<file path="config.mk">
export PLATFORM = sky130hd
export DESIGN_NAME = cssu_clock_startup
export DESIGN_NICKNAME = d
export VERILOG_FILES = /design/src/verilog/cssu_pkg.sv /design/src/verilog/cssu_clock_startup.sv /design/src/verilog/cssu_cycle_counter.sv /design/src/verilog/cssu_fuse_decode.sv
export SDC_FILE = /design/constraint.sdc
export NUM_CORES = 1
export LEC_CHECK = 0
export BUFFER_PORTS_ARGS = -buffer_cell sky130_fd_sc_hd__buf_2
export CAP_MARGIN = 20
export CORE_MARGIN = 4
export CORE_UTILIZATION = 35
export CTS_CLUSTER_DIAMETER = 30
export DETAILED_ROUTE_END_ITERATION = 16
export SYNTH_ARGS = -nofsm -noshare
export SYNTH_HDL_FRONTEND = slang
export SYNTH_SLANG_ARGS = --single-unit
</file>
<file path="constraint.sdc">
create_clock -name core_clk -period 2.8 [get_ports core_clk]
set_clock_uncertainty 0.05 [all_clocks]
set_input_delay 0.28 -clock core_clk [delete_from_list [all_inputs] [get_ports core_clk]]
set_output_delay 0.28 -clock core_clk [all_outputs]
set_load 0.03 [all_outputs]
</file>
<file path="src/verilog/cssu_pkg.sv">
package cssu_pkg;

  ////////////////////////////////////////////////////////////////
  // widths
  localparam int          CNT_W          = 17;
  localparam int          ADDR_W         = 12;

  ////////////////////////////////////////////////////////////////
  // fuse encoding and shipped defaults
  localparam logic        FUSE_PROG      = 1'h0;
  localparam logic [3:0]  DEF_SRC_SEL    = 4'h2;
  localparam logic [1:0]  DEF_STARTUP    = 2'h2;
  localparam logic        DEF_DIV8       = 1'h0;
  localparam logic [3:0]  SEL_RC         = 4'h2;
  localparam logic [3:0]  SEL_EXT        = 4'h0;
  localparam logic [2:0]  SEL_LF_HI      = 3'h3;
  localparam logic [1:0]  SUT_NONE       = 2'h0;
  localparam logic [1:0]  SUT_SHORT      = 2'h1;
  localparam logic [1:0]  SUT_LONG       = 2'h2;

  ////////////////////////////////////////////////////////////////
  // cycle counts
  localparam logic [16:0] CNT_NONE       = 17'h00000;
  localparam logic [16:0] WAKE_6         = 17'h00006;
  localparam logic [16:0] WAKE_258       = 17'h00102;
  localparam logic [16:0] WAKE_1K        = 17'h00400;
  localparam logic [16:0] RST_SRC_14     = 17'h0000e;
  localparam logic [16:0] WDT_SHORT      = 17'h01000;
  localparam logic [2:0]  DIV8_LAST      = 3'h7;

  ////////////////////////////////////////////////////////////////
  // register map
  localparam logic [11:0] ADDR_CTRL      = 12'h000;
  localparam logic [11:0] ADDR_STAT      = 12'h004;
  localparam logic [11:0] ADDR_FUSE      = 12'h008;
  localparam logic [31:0] CTRL_RESET     = 32'h00000000;
  localparam int          CTRL_ASY_BIT   = 4;
  localparam int          STAT_HOLD      = 0;
  localparam int          STAT_BAD       = 1;
  localparam int          STAT_KIND      = 2;
  localparam int          STAT_RANGE     = 4;
  localparam int          STAT_INT       = 7;
  localparam int          STAT_START     = 8;
  localparam int          STAT_DIV8      = 9;
  localparam int          FUSE_SEL       = 0;
  localparam int          FUSE_SUT       = 4;
  localparam int          FUSE_DIV8      = 6;

  typedef enum logic [1:0] {SRC_XTAL, SRC_LFXTAL, SRC_RC, SRC_EXT} cssu_src_t;
  typedef enum logic [2:0] {MODE_RUN, MODE_IDLE, MODE_ADCNR, MODE_PDOWN, MODE_PSAVE} cssu_mode_t;

endpackage : cssu_pkg

</file>
<file path="src/verilog/cssu_clock_startup.sv">
`timescale 1ns/100ps
module cssu_clock_startup #(
  parameter logic [16:0] WAKE_16K = 17'h04000,
  parameter logic [16:0] WAKE_32K = 17'h08000,
  parameter logic [16:0] WDT_LONG = 17'h10000
) (
  // clock and reset
  input  wire logic        core_clk,
  input  wire logic        rst_n,
  // fuse pins
  input  wire logic [3:0]  clockSourceSelectFuses,
  input  wire logic [1:0]  startupTimeFuses,
  input  wire logic        divideByEightFuse,
  // oscillator and wake pins
  input  wire logic        srcOscIn,
  input  wire logic        wdtOscIn,
  input  wire logic        extIntIn,
  input  wire logic        startCondIn,
  // apb slave
  input  wire logic [11:0] paddr,
  input  wire logic        psel,
  input  wire logic        penable,
  input  wire logic        pwrite,
  input  wire logic [31:0] pwdata,
  output logic [31:0]      prdata,
  output logic             pready,
  output logic             pslverr,
  // clock domain enables and reset hold
  output logic             coreHold,
  output logic             coreClkEn,
  output logic             ioClkEn,
  output logic             flashClkEn,
  output logic             asyClkEn,
  output logic             adcClkEn,
  output logic             sysClkEn
);

  typedef enum logic [2:0] {ST_LOAD, ST_ARM, ST_RSRC, ST_RWDT, ST_RUN, ST_SLEEP, ST_WAKE} cssu_state_t;

  localparam int PIN_SRC = 0;
  localparam int PIN_WDT = 1;
  localparam int PIN_INT = 2;
  localparam int PIN_START = 3;

  cssu_state_t         state_r;
  cssu_state_t         stNxt;
  cssu_pkg::cssu_mode_t mode_r;
  cssu_pkg::cssu_src_t srcKind;
  logic [9:0]          fuseMeta_r;
  logic [9:0]          fuseSync_r;
  logic [3:0]          srcSel_r;
  logic [1:0]          sutSel_r;
  logic                div8Fuse_r;
  logic [3:0]          pinMeta_r;
  logic [3:0]          pinSync_r;
  logic [1:0]          oscPrev_r;
  logic                srcTick;
  logic                wdtTick;
  logic                wakeEvt;
  logic                deepSleep;
  logic                srcLoad;
  logic [16:0]         srcVal;
  logic                srcDone;
  logic                wdtDone;
  logic [2:0]          crystalRange;
  logic [16:0]         wakeCycles;
  logic [16:0]         wdtCycles;
  logic                badCode;
  logic                asyEnable_r;
  logic                intPend_r;
  logic                startPend_r;
  logic [2:0]          divCnt_r;
  logic [31:0]         rdVal;
  logic                addrHit;
  logic                apbWrite;

  ////////////////////////////////////////////////////////////////
  // pin synchronisers
  // fuse flops run through reset, so the shadow sees settled pins when reset lifts
  always_ff @(posedge core_clk) begin
    fuseMeta_r <= {3'h7, divideByEightFuse, startupTimeFuses, clockSourceSelectFuses};
    fuseSync_r <= fuseMeta_r;
  end

  always_ff @(posedge core_clk or negedge rst_n) begin
    if (!rst_n) begin
      pinMeta_r  <= 4'h0;
      pinSync_r  <= 4'h0;
      oscPrev_r  <= 2'h0;
    end else begin
      pinMeta_r  <= {startCondIn, extIntIn, wdtOscIn, srcOscIn};
      pinSync_r  <= pinMeta_r;
      oscPrev_r  <= pinSync_r[PIN_WDT:PIN_SRC];
    end
  end

  assign srcTick = pinSync_r[PIN_SRC] & ~oscPrev_r[PIN_SRC];
  assign wdtTick = pinSync_r[PIN_WDT] & ~oscPrev_r[PIN_WDT];
  // sampled on core_clk regardless of the io enable, so wake still works in sleep
  assign wakeEvt = pinSync_r[PIN_INT] | pinSync_r[PIN_START];

  ////////////////////////////////////////////////////////////////
  // fuse shadow, caught once after reset release
  always_ff @(posedge core_clk or negedge rst_n) begin
    if (!rst_n) begin
      srcSel_r   <= cssu_pkg::DEF_SRC_SEL;
      sutSel_r   <= cssu_pkg::DEF_STARTUP;
      div8Fuse_r <= cssu_pkg::DEF_DIV8;
    end else if (state_r == ST_LOAD) begin
      srcSel_r   <= fuseSync_r[3:0];
      sutSel_r   <= fuseSync_r[5:4];
      div8Fuse_r <= fuseSync_r[6];
    end
  end

  cssu_fuse_decode #(
    .WAKE_16K (WAKE_16K),
    .WAKE_32K (WAKE_32K),
    .WDT_LONG (WDT_LONG)
  ) u_decode (
    .srcSel       (srcSel_r),
    .sutSel       (sutSel_r),
    .srcKind      (srcKind),
    .crystalRange (crystalRange),
    .wakeCycles   (wakeCycles),
    .wdtCycles    (wdtCycles),
    .badCode      (badCode)
  );

  ////////////////////////////////////////////////////////////////
  // start-up sequencer
  assign deepSleep = (mode_r == cssu_pkg::MODE_PDOWN) || (mode_r == cssu_pkg::MODE_PSAVE);

  always_comb begin
    stNxt   = state_r;
    srcLoad = 1'b0;
    srcVal  = cssu_pkg::RST_SRC_14;
    case (state_r)
      ST_LOAD: stNxt = ST_ARM;
      ST_ARM: begin
        stNxt   = ST_RSRC;
        srcLoad = 1'b1;
      end
      ST_RSRC: if (srcDone) stNxt = ST_RWDT;
      ST_RWDT: if (wdtDone) stNxt = ST_RUN;
      ST_RUN: if (mode_r != cssu_pkg::MODE_RUN) stNxt = ST_SLEEP;
      ST_SLEEP: begin
        if (wakeEvt && deepSleep) begin
          stNxt   = ST_WAKE;
          srcLoad = 1'b1;
          srcVal  = wakeCycles;
        end else if (wakeEvt) begin
          stNxt = ST_RUN;
        end
      end
      ST_WAKE: if (srcDone) stNxt = ST_RUN;
      default: stNxt = ST_LOAD;
    endcase
  end

  always_ff @(posedge core_clk or negedge rst_n) begin
    if (!rst_n) begin
      state_r <= ST_LOAD;
    end else begin
      state_r <= stNxt;
    end
  end

  cssu_cycle_counter #(.W(cssu_pkg::CNT_W)) u_srcCount (
    .core_clk (core_clk),
    .rst_n    (rst_n),
    .load     (srcLoad),
    .loadVal  (srcVal),
    .tick     (srcTick),
    .done     (srcDone)
  );

  cssu_cycle_counter #(.W(cssu_pkg::CNT_W)) u_wdtCount (
    .core_clk (core_clk),
    .rst_n    (rst_n),
    .load     (state_r == ST_ARM),
    .loadVal  (wdtCycles),
    .tick     (wdtTick && state_r == ST_RWDT),
    .done     (wdtDone)
  );

  ////////////////////////////////////////////////////////////////
  // clock domain enables
  always_ff @(posedge core_clk or negedge rst_n) begin
    if (!rst_n) begin
      coreHold   <= 1'b1;
      coreClkEn  <= 1'b0;
      ioClkEn    <= 1'b0;
      flashClkEn <= 1'b0;
      adcClkEn   <= 1'b0;
      asyClkEn   <= 1'b0;
    end else begin
      coreHold   <= (stNxt != ST_RUN) && (stNxt != ST_SLEEP);
      coreClkEn  <= (state_r == ST_RUN);
      flashClkEn <= (state_r == ST_RUN);
      ioClkEn    <= (state_r == ST_RUN) ||
                    (state_r == ST_SLEEP && mode_r == cssu_pkg::MODE_IDLE);
      adcClkEn   <= (state_r == ST_RUN) ||
                    (state_r == ST_SLEEP && (mode_r == cssu_pkg::MODE_IDLE ||
                                             mode_r == cssu_pkg::MODE_ADCNR));
      asyClkEn   <= asyEnable_r;
    end
  end

  // the prescaler stays free running; only its output pulse is gated
  always_ff @(posedge core_clk or negedge rst_n) begin
    if (!rst_n) begin
      divCnt_r <= 3'h0;
      sysClkEn <= 1'b0;
    end else begin
      divCnt_r <= divCnt_r + 3'h1;
      sysClkEn <= (div8Fuse_r == cssu_pkg::FUSE_PROG) ? (divCnt_r == cssu_pkg::DIV8_LAST) : 1'b1;
    end
  end

  ////////////////////////////////////////////////////////////////
  // apb slave, answers in the first access cycle
  assign apbWrite = psel && penable && pready && pwrite;

  always_comb begin
    rdVal   = 32'h0;
    addrHit = 1'b1;
    case (paddr)
      cssu_pkg::ADDR_CTRL: begin
        rdVal[2:0]                   = mode_r;
        rdVal[cssu_pkg::CTRL_ASY_BIT] = asyEnable_r;
      end
      cssu_pkg::ADDR_STAT: begin
        rdVal[cssu_pkg::STAT_HOLD]        = coreHold;
        rdVal[cssu_pkg::STAT_BAD]         = badCode;
        rdVal[cssu_pkg::STAT_KIND +: 2]   = srcKind;
        rdVal[cssu_pkg::STAT_RANGE +: 3]  = crystalRange;
        rdVal[cssu_pkg::STAT_INT]         = intPend_r;
        rdVal[cssu_pkg::STAT_START]       = startPend_r;
        rdVal[cssu_pkg::STAT_DIV8]        = (div8Fuse_r == cssu_pkg::FUSE_PROG);
      end
      cssu_pkg::ADDR_FUSE: begin
        rdVal[cssu_pkg::FUSE_SEL +: 4] = srcSel_r;
        rdVal[cssu_pkg::FUSE_SUT +: 2] = sutSel_r;
        rdVal[cssu_pkg::FUSE_DIV8]     = div8Fuse_r;
      end
      default: addrHit = 1'b0;
    endcase
  end

  always_ff @(posedge core_clk or negedge rst_n) begin
    if (!rst_n) begin
      pready  <= 1'b0;
      prdata  <= 32'h0;
      pslverr <= 1'b0;
    end else if (psel && !penable) begin
      pready  <= 1'b1;
      prdata  <= pwrite ? 32'h0 : rdVal;
      pslverr <= !addrHit;
    end else begin
      pready  <= 1'b0;
      pslverr <= 1'b0;
    end
  end

  // a software write wins over the wake clear of the mode
  always_ff @(posedge core_clk or negedge rst_n) begin
    if (!rst_n) begin
      mode_r      <= cssu_pkg::cssu_mode_t'(cssu_pkg::CTRL_RESET[2:0]);
      asyEnable_r <= cssu_pkg::CTRL_RESET[cssu_pkg::CTRL_ASY_BIT];
    end else if (apbWrite && paddr == cssu_pkg::ADDR_CTRL) begin
      mode_r      <= (pwdata[2:0] > 3'h4) ? cssu_pkg::MODE_RUN : cssu_pkg::cssu_mode_t'(pwdata[2:0]);
      asyEnable_r <= pwdata[cssu_pkg::CTRL_ASY_BIT];
    end else if (state_r == ST_SLEEP && wakeEvt) begin
      mode_r <= cssu_pkg::MODE_RUN;
    end
  end

  // sticky wake causes, write one to clear; a new event wins
  always_ff @(posedge core_clk or negedge rst_n) begin
    if (!rst_n) begin
      intPend_r   <= 1'b0;
      startPend_r <= 1'b0;
    end else begin
      if (pinSync_r[PIN_INT]) intPend_r <= 1'b1;
      else if (apbWrite && paddr == cssu_pkg::ADDR_STAT && pwdata[cssu_pkg::STAT_INT]) intPend_r <= 1'b0;
      if (pinSync_r[PIN_START]) startPend_r <= 1'b1;
      else if (apbWrite && paddr == cssu_pkg::ADDR_STAT && pwdata[cssu_pkg::STAT_START]) startPend_r <= 1'b0;
    end
  end
endmodule : cssu_clock_startup

</file>
<file path="src/verilog/cssu_cycle_counter.sv">
`timescale 1ns/100ps
module cssu_cycle_counter #(
  parameter int W = 17
) (
  // clock and reset
  input  wire logic         core_clk,
  input  wire logic         rst_n,
  // count control
  input  wire logic         load,
  input  wire logic [W-1:0] loadVal,
  input  wire logic         tick,
  output logic              done
);

  logic [W-1:0] count_r;

  always_ff @(posedge core_clk or negedge rst_n) begin
    if (!rst_n) begin
      count_r <= '0;
    end else if (load) begin
      count_r <= loadVal;
    end else if (tick && count_r != '0) begin
      count_r <= count_r - 1'b1;
    end
  end

  assign done = (count_r == '0);

endmodule : cssu_cycle_counter

</file>
<file path="src/verilog/cssu_fuse_decode.sv">
`timescale 1ns/100ps
module cssu_fuse_decode #(
  parameter logic [16:0] WAKE_16K = 17'h04000,
  parameter logic [16:0] WAKE_32K = 17'h08000,
  parameter logic [16:0] WDT_LONG = 17'h10000
) (
  // fuse fields
  input  wire logic [3:0]       srcSel,
  input  wire logic [1:0]       sutSel,
  // decoded selection
  output cssu_pkg::cssu_src_t   srcKind,
  output logic [2:0]            crystalRange,
  output logic [16:0]           wakeCycles,
  output logic [16:0]           wdtCycles,
  output logic                  badCode
);

  // shared by the low-frequency, rc and external sources
  function automatic logic [16:0] sutExtra(input logic [1:0] s);
    case (s)
      cssu_pkg::SUT_NONE:  sutExtra = cssu_pkg::CNT_NONE;
      cssu_pkg::SUT_SHORT: sutExtra = cssu_pkg::WDT_SHORT;
      default:             sutExtra = WDT_LONG;
    endcase
  endfunction : sutExtra

  always_comb begin
    srcKind      = cssu_pkg::SRC_RC;
    crystalRange = 3'h0;
    wakeCycles   = cssu_pkg::WAKE_6;
    wdtCycles    = sutExtra(sutSel);
    badCode      = 1'b0;
    if (srcSel[3]) begin
      srcKind      = cssu_pkg::SRC_XTAL;
      crystalRange = srcSel[3:1];
      case ({srcSel[0], sutSel})
        3'h0: begin wakeCycles = cssu_pkg::WAKE_258; wdtCycles = cssu_pkg::WDT_SHORT; end
        3'h1: begin wakeCycles = cssu_pkg::WAKE_258; wdtCycles = WDT_LONG; end
        3'h2: begin wakeCycles = cssu_pkg::WAKE_1K;  wdtCycles = cssu_pkg::CNT_NONE; end
        3'h3: begin wakeCycles = cssu_pkg::WAKE_1K;  wdtCycles = cssu_pkg::WDT_SHORT; end
        3'h4: begin wakeCycles = cssu_pkg::WAKE_1K;  wdtCycles = WDT_LONG; end
        3'h5: begin wakeCycles = WAKE_16K;           wdtCycles = cssu_pkg::CNT_NONE; end
        3'h6: begin wakeCycles = WAKE_16K;           wdtCycles = cssu_pkg::WDT_SHORT; end
        default: begin wakeCycles = WAKE_16K;        wdtCycles = WDT_LONG; end
      endcase
    end else if (srcSel[3:1] == cssu_pkg::SEL_LF_HI) begin
      srcKind    = cssu_pkg::SRC_LFXTAL;
      wakeCycles = srcSel[0] ? WAKE_32K : cssu_pkg::WAKE_1K;
      badCode    = (sutSel == 2'h3);
    end else if (srcSel == cssu_pkg::SEL_RC || srcSel == cssu_pkg::SEL_EXT) begin
      srcKind = (srcSel == cssu_pkg::SEL_RC) ? cssu_pkg::SRC_RC : cssu_pkg::SRC_EXT;
      badCode = (sutSel == 2'h3);
    end else begin
      badCode = 1'b1;
    end
    // reserved codes fall back to rc with the longest start-up
    if (badCode) begin
      srcKind      = cssu_pkg::SRC_RC;
      crystalRange = 3'h0;
      wakeCycles   = cssu_pkg::WAKE_6;
      wdtCycles    = WDT_LONG;
    end
  end

endmodule : cssu_fuse_decode

</file>
==> run summary <==
status = complete, no violations
CTS Buf Count = 9
Slew Limit Headroom = 0.5657
Port Buffer Count = 52
Max VDD drop = 378.1 µV
Tcrit/Tclk final = 0.8299
Final Wtd Congestion = 0.8576
TNS Setup = 0 ns
worst-margin pin slew = 0.6350 ns
final hold vios = 0
fin. max-slew vios = 0
Clock transition at path regs = 0.07 ns
grt peak-use layer = met2
Post-Synthesis Cell Area = 4501 µm²
largest net degree at the start of global routing = 82
min Tclk post-route = 2.324 ns
layout cells sized above 1 = 0.2008
gr usage total = 0.1372
largest stage delay on the critical path = 0.53 ns
TritonCTS clock tree = done
Synth top area share = 0.4337
Worst path slowest cell = nor3_1
H-tree depth = 3
Startpoint Class = register
leak pwr = 2.401 nW
first-pass GRT wire length = 16,510 µm
die area = 14,740 µm²
later-pin clock latency in the skew report = 0.35 ns
core area = 12,620 µm²
sequential cell area fraction in the yosys report = 0.5135
Mapped Cells = 439
synth warn = 0
CP endpoint kind = register
Post-Route WL = 9571 µm
max frequency = 430.3 MHz
Residual DRC = 0
Die X = 121.4 µm
Crit Path Max Fanout = 6
prevailing post-synth register cell = dfrtp_1
1st-pass router iterations = 4
met3 GRT Util = 0.03124
Layout area overhead = 18.60%
Via Count = 3,490
post-synth cell types = 63
Max clock buf depth = 2
max cap viols = 0
Iter 0 DRT Violations = 180
Starting Density = 0.3566
met1 Track Usage GR = 0.1814
endpoints failing setup = 0
total grt overflow = 0
I/O pin count = 101
Seq cells post-synth = 95
Tightest Hold Check Type = in2reg
post-synthesis async set-or-reset flop share = 0.8526
final hold slack = 0.1177 ns
number of vias per cell = 5.132
Post-synth EDFFs = 0
number of global-route vias before repair = 3,440
power per cell area = 757.1 nW/µm²
Worst Path Class, Setup = reg2reg
Worst EP required = 3.04 ns
wire per inst = 14.08 µm
FP Rows = 41
ranking of synthesized cells by area = dfrtp_1, dfxtp_1, buf_4, o21ai_0, a21oi_1
clk root buf = clkbuf_16
dpl hpwl = 6756 µm
# nets final = 569
post-synth top area cell = dfrtp_1
initial antenna violation count = 0
Clock Sinks = 95
CTS resizes = 0
die height = 121.4 µm
met2 usage = 0.2207
worst path cell trace = nor3_1 -> nand3_1 -> o21ai_0 -> buf_4 -> mux2i_1 -> o32a_1
CP arrival = 2.56 ns
Power Total = 4.041 mW
Avg Inst Size Synth = 10.25 µm²
ant diodes = 0
Finished Core Util = 0.4230
RSZ-0062 raised after global routing = no
post-route ant nets = 0
-- cell usage after synthesis (all sizes together), types with 7 or more instances --
cell type and n:
nand3 13, or4 10, buf 27, o2111ai 7, a21oi 21, or3 10, o21ai 23, nor3b 7
dfxtp 14, o31ai 9, nand2b 8, nor4 8, xnor2 8, inv 13, dfrtp 78, clkbuf 16
nor2 24, nand2 27, nor3 14, mux2i 7
-- layout by cell type (no fill, tap or decap), drive strengths merged, types with 9 or more instances in the layout --
master / count
nand2: 27
nor2: 24
clkbuf: 9
dlygate4sd3: 12
o31ai: 9
nand3: 13
dfrtp: 78
a21oi: 21
nor3: 14
inv: 18
o21ai: 23
or3: 10
dfxtp: 14
buf: 63
or4: 10
conb: 22
-- cell families (layout without fill, tap and decap cells) --
kind of cell             after synthesis  after routing  share of synthesized area
other                                  1             22                  0.0008332
multiplexers                          13             13                    0.03058
buffers and inverters                 56            104                    0.06700
AND/OR/NAND/NOR                      149            149                     0.1874
adder cells (fa/ha/maj)                6              6                    0.01668
XOR/XNOR                              14             14                    0.02725
AO/OA/AOI/OAI                        105            105                     0.1568
flip-flops                            95             95                     0.5135
-- cell type report --
cell class	instances	area, µm²
sequential	95	2311
inverter	13	48.80
timing repair buffer	75	485.5
multi-input combinational	309	1967
clock inverter	7	85.08
tap	172	215.2
clock buffer	9	225.2
fill	1225	7282
-- critical path, delay by kind of cell, from the launching register on --
| family | cells | cell delay, ns |
|---|---|---|
| DFF | 1 | 0.39 |
| and+or+nand+nor | 2 | 0.85 |
| buffers and inverters | 1 | 0.21 |
| AOI/OAI and AO/OA | 2 | 0.60 |
| muxes | 1 | 0.17 |
-- state kept, by name, summed over array words and instances, names as in the netlist, 3 cells and up --
name	cells
state_r	3
fuseMeta_r	7
u_wdtCount.count_r	17
pinSync_r	4
fuseSync_r	7
prdata	10
mode_r	3
divCnt_r	3
u_srcCount.count_r	17
pinMeta_r	4
srcSel_r	4
-- metal layers --
layer  wire [µm]  vias up
met4         153        0
met5           0        -
met3         524       12
met2        4571      117
met1        4321     1674
li1            -     1687
-- report_power, final --
part	switching, mW	total (mW)	internal (mW)
clock network	0.568	1.28	0.713
registers	0.258	1.82	1.56
logic	0.538	0.941	0.402
-- through the flow --
stage                     cell area, µm²  std cells  setup slack [ns]
final                               5338        680            0.4762
after global routing                5338        680            0.2618
after CTS                           5300        678            0.5084
after detailed placement            4880        651            0.5305
after global placement              4880        651            0.5586
after floorplan                     4579        460            0.7264
-- path summary, 6_finish.rpt --
kind | from | to | slack [ns] | cells after the start
min in group asynchronous | rst_n | mode_r[2] | 0.32 | 2
worst min-delay path | pwdata[4] | asyEnable_r | 0.12 | 2
max in group asynchronous | rst_n | sutSel_r[1] | 1.74 | 3
worst max register to register | u_srcCount.count_r[11] | u_srcCount.count_r[1] | 0.48 | 6
worst max-delay path | u_srcCount.count_r[11] | u_srcCount.count_r[1] | 0.48 | 6
worst min register to register | fuseMeta_r[6] | fuseSync_r[6] | 0.28 | 0
-- what timing repair did --
item,in CTS,in global routing
setup buffers,0,0
hold buffers,11,1
endpoints found under the hold margin,11,21
(Power assumes the default switching activity.)
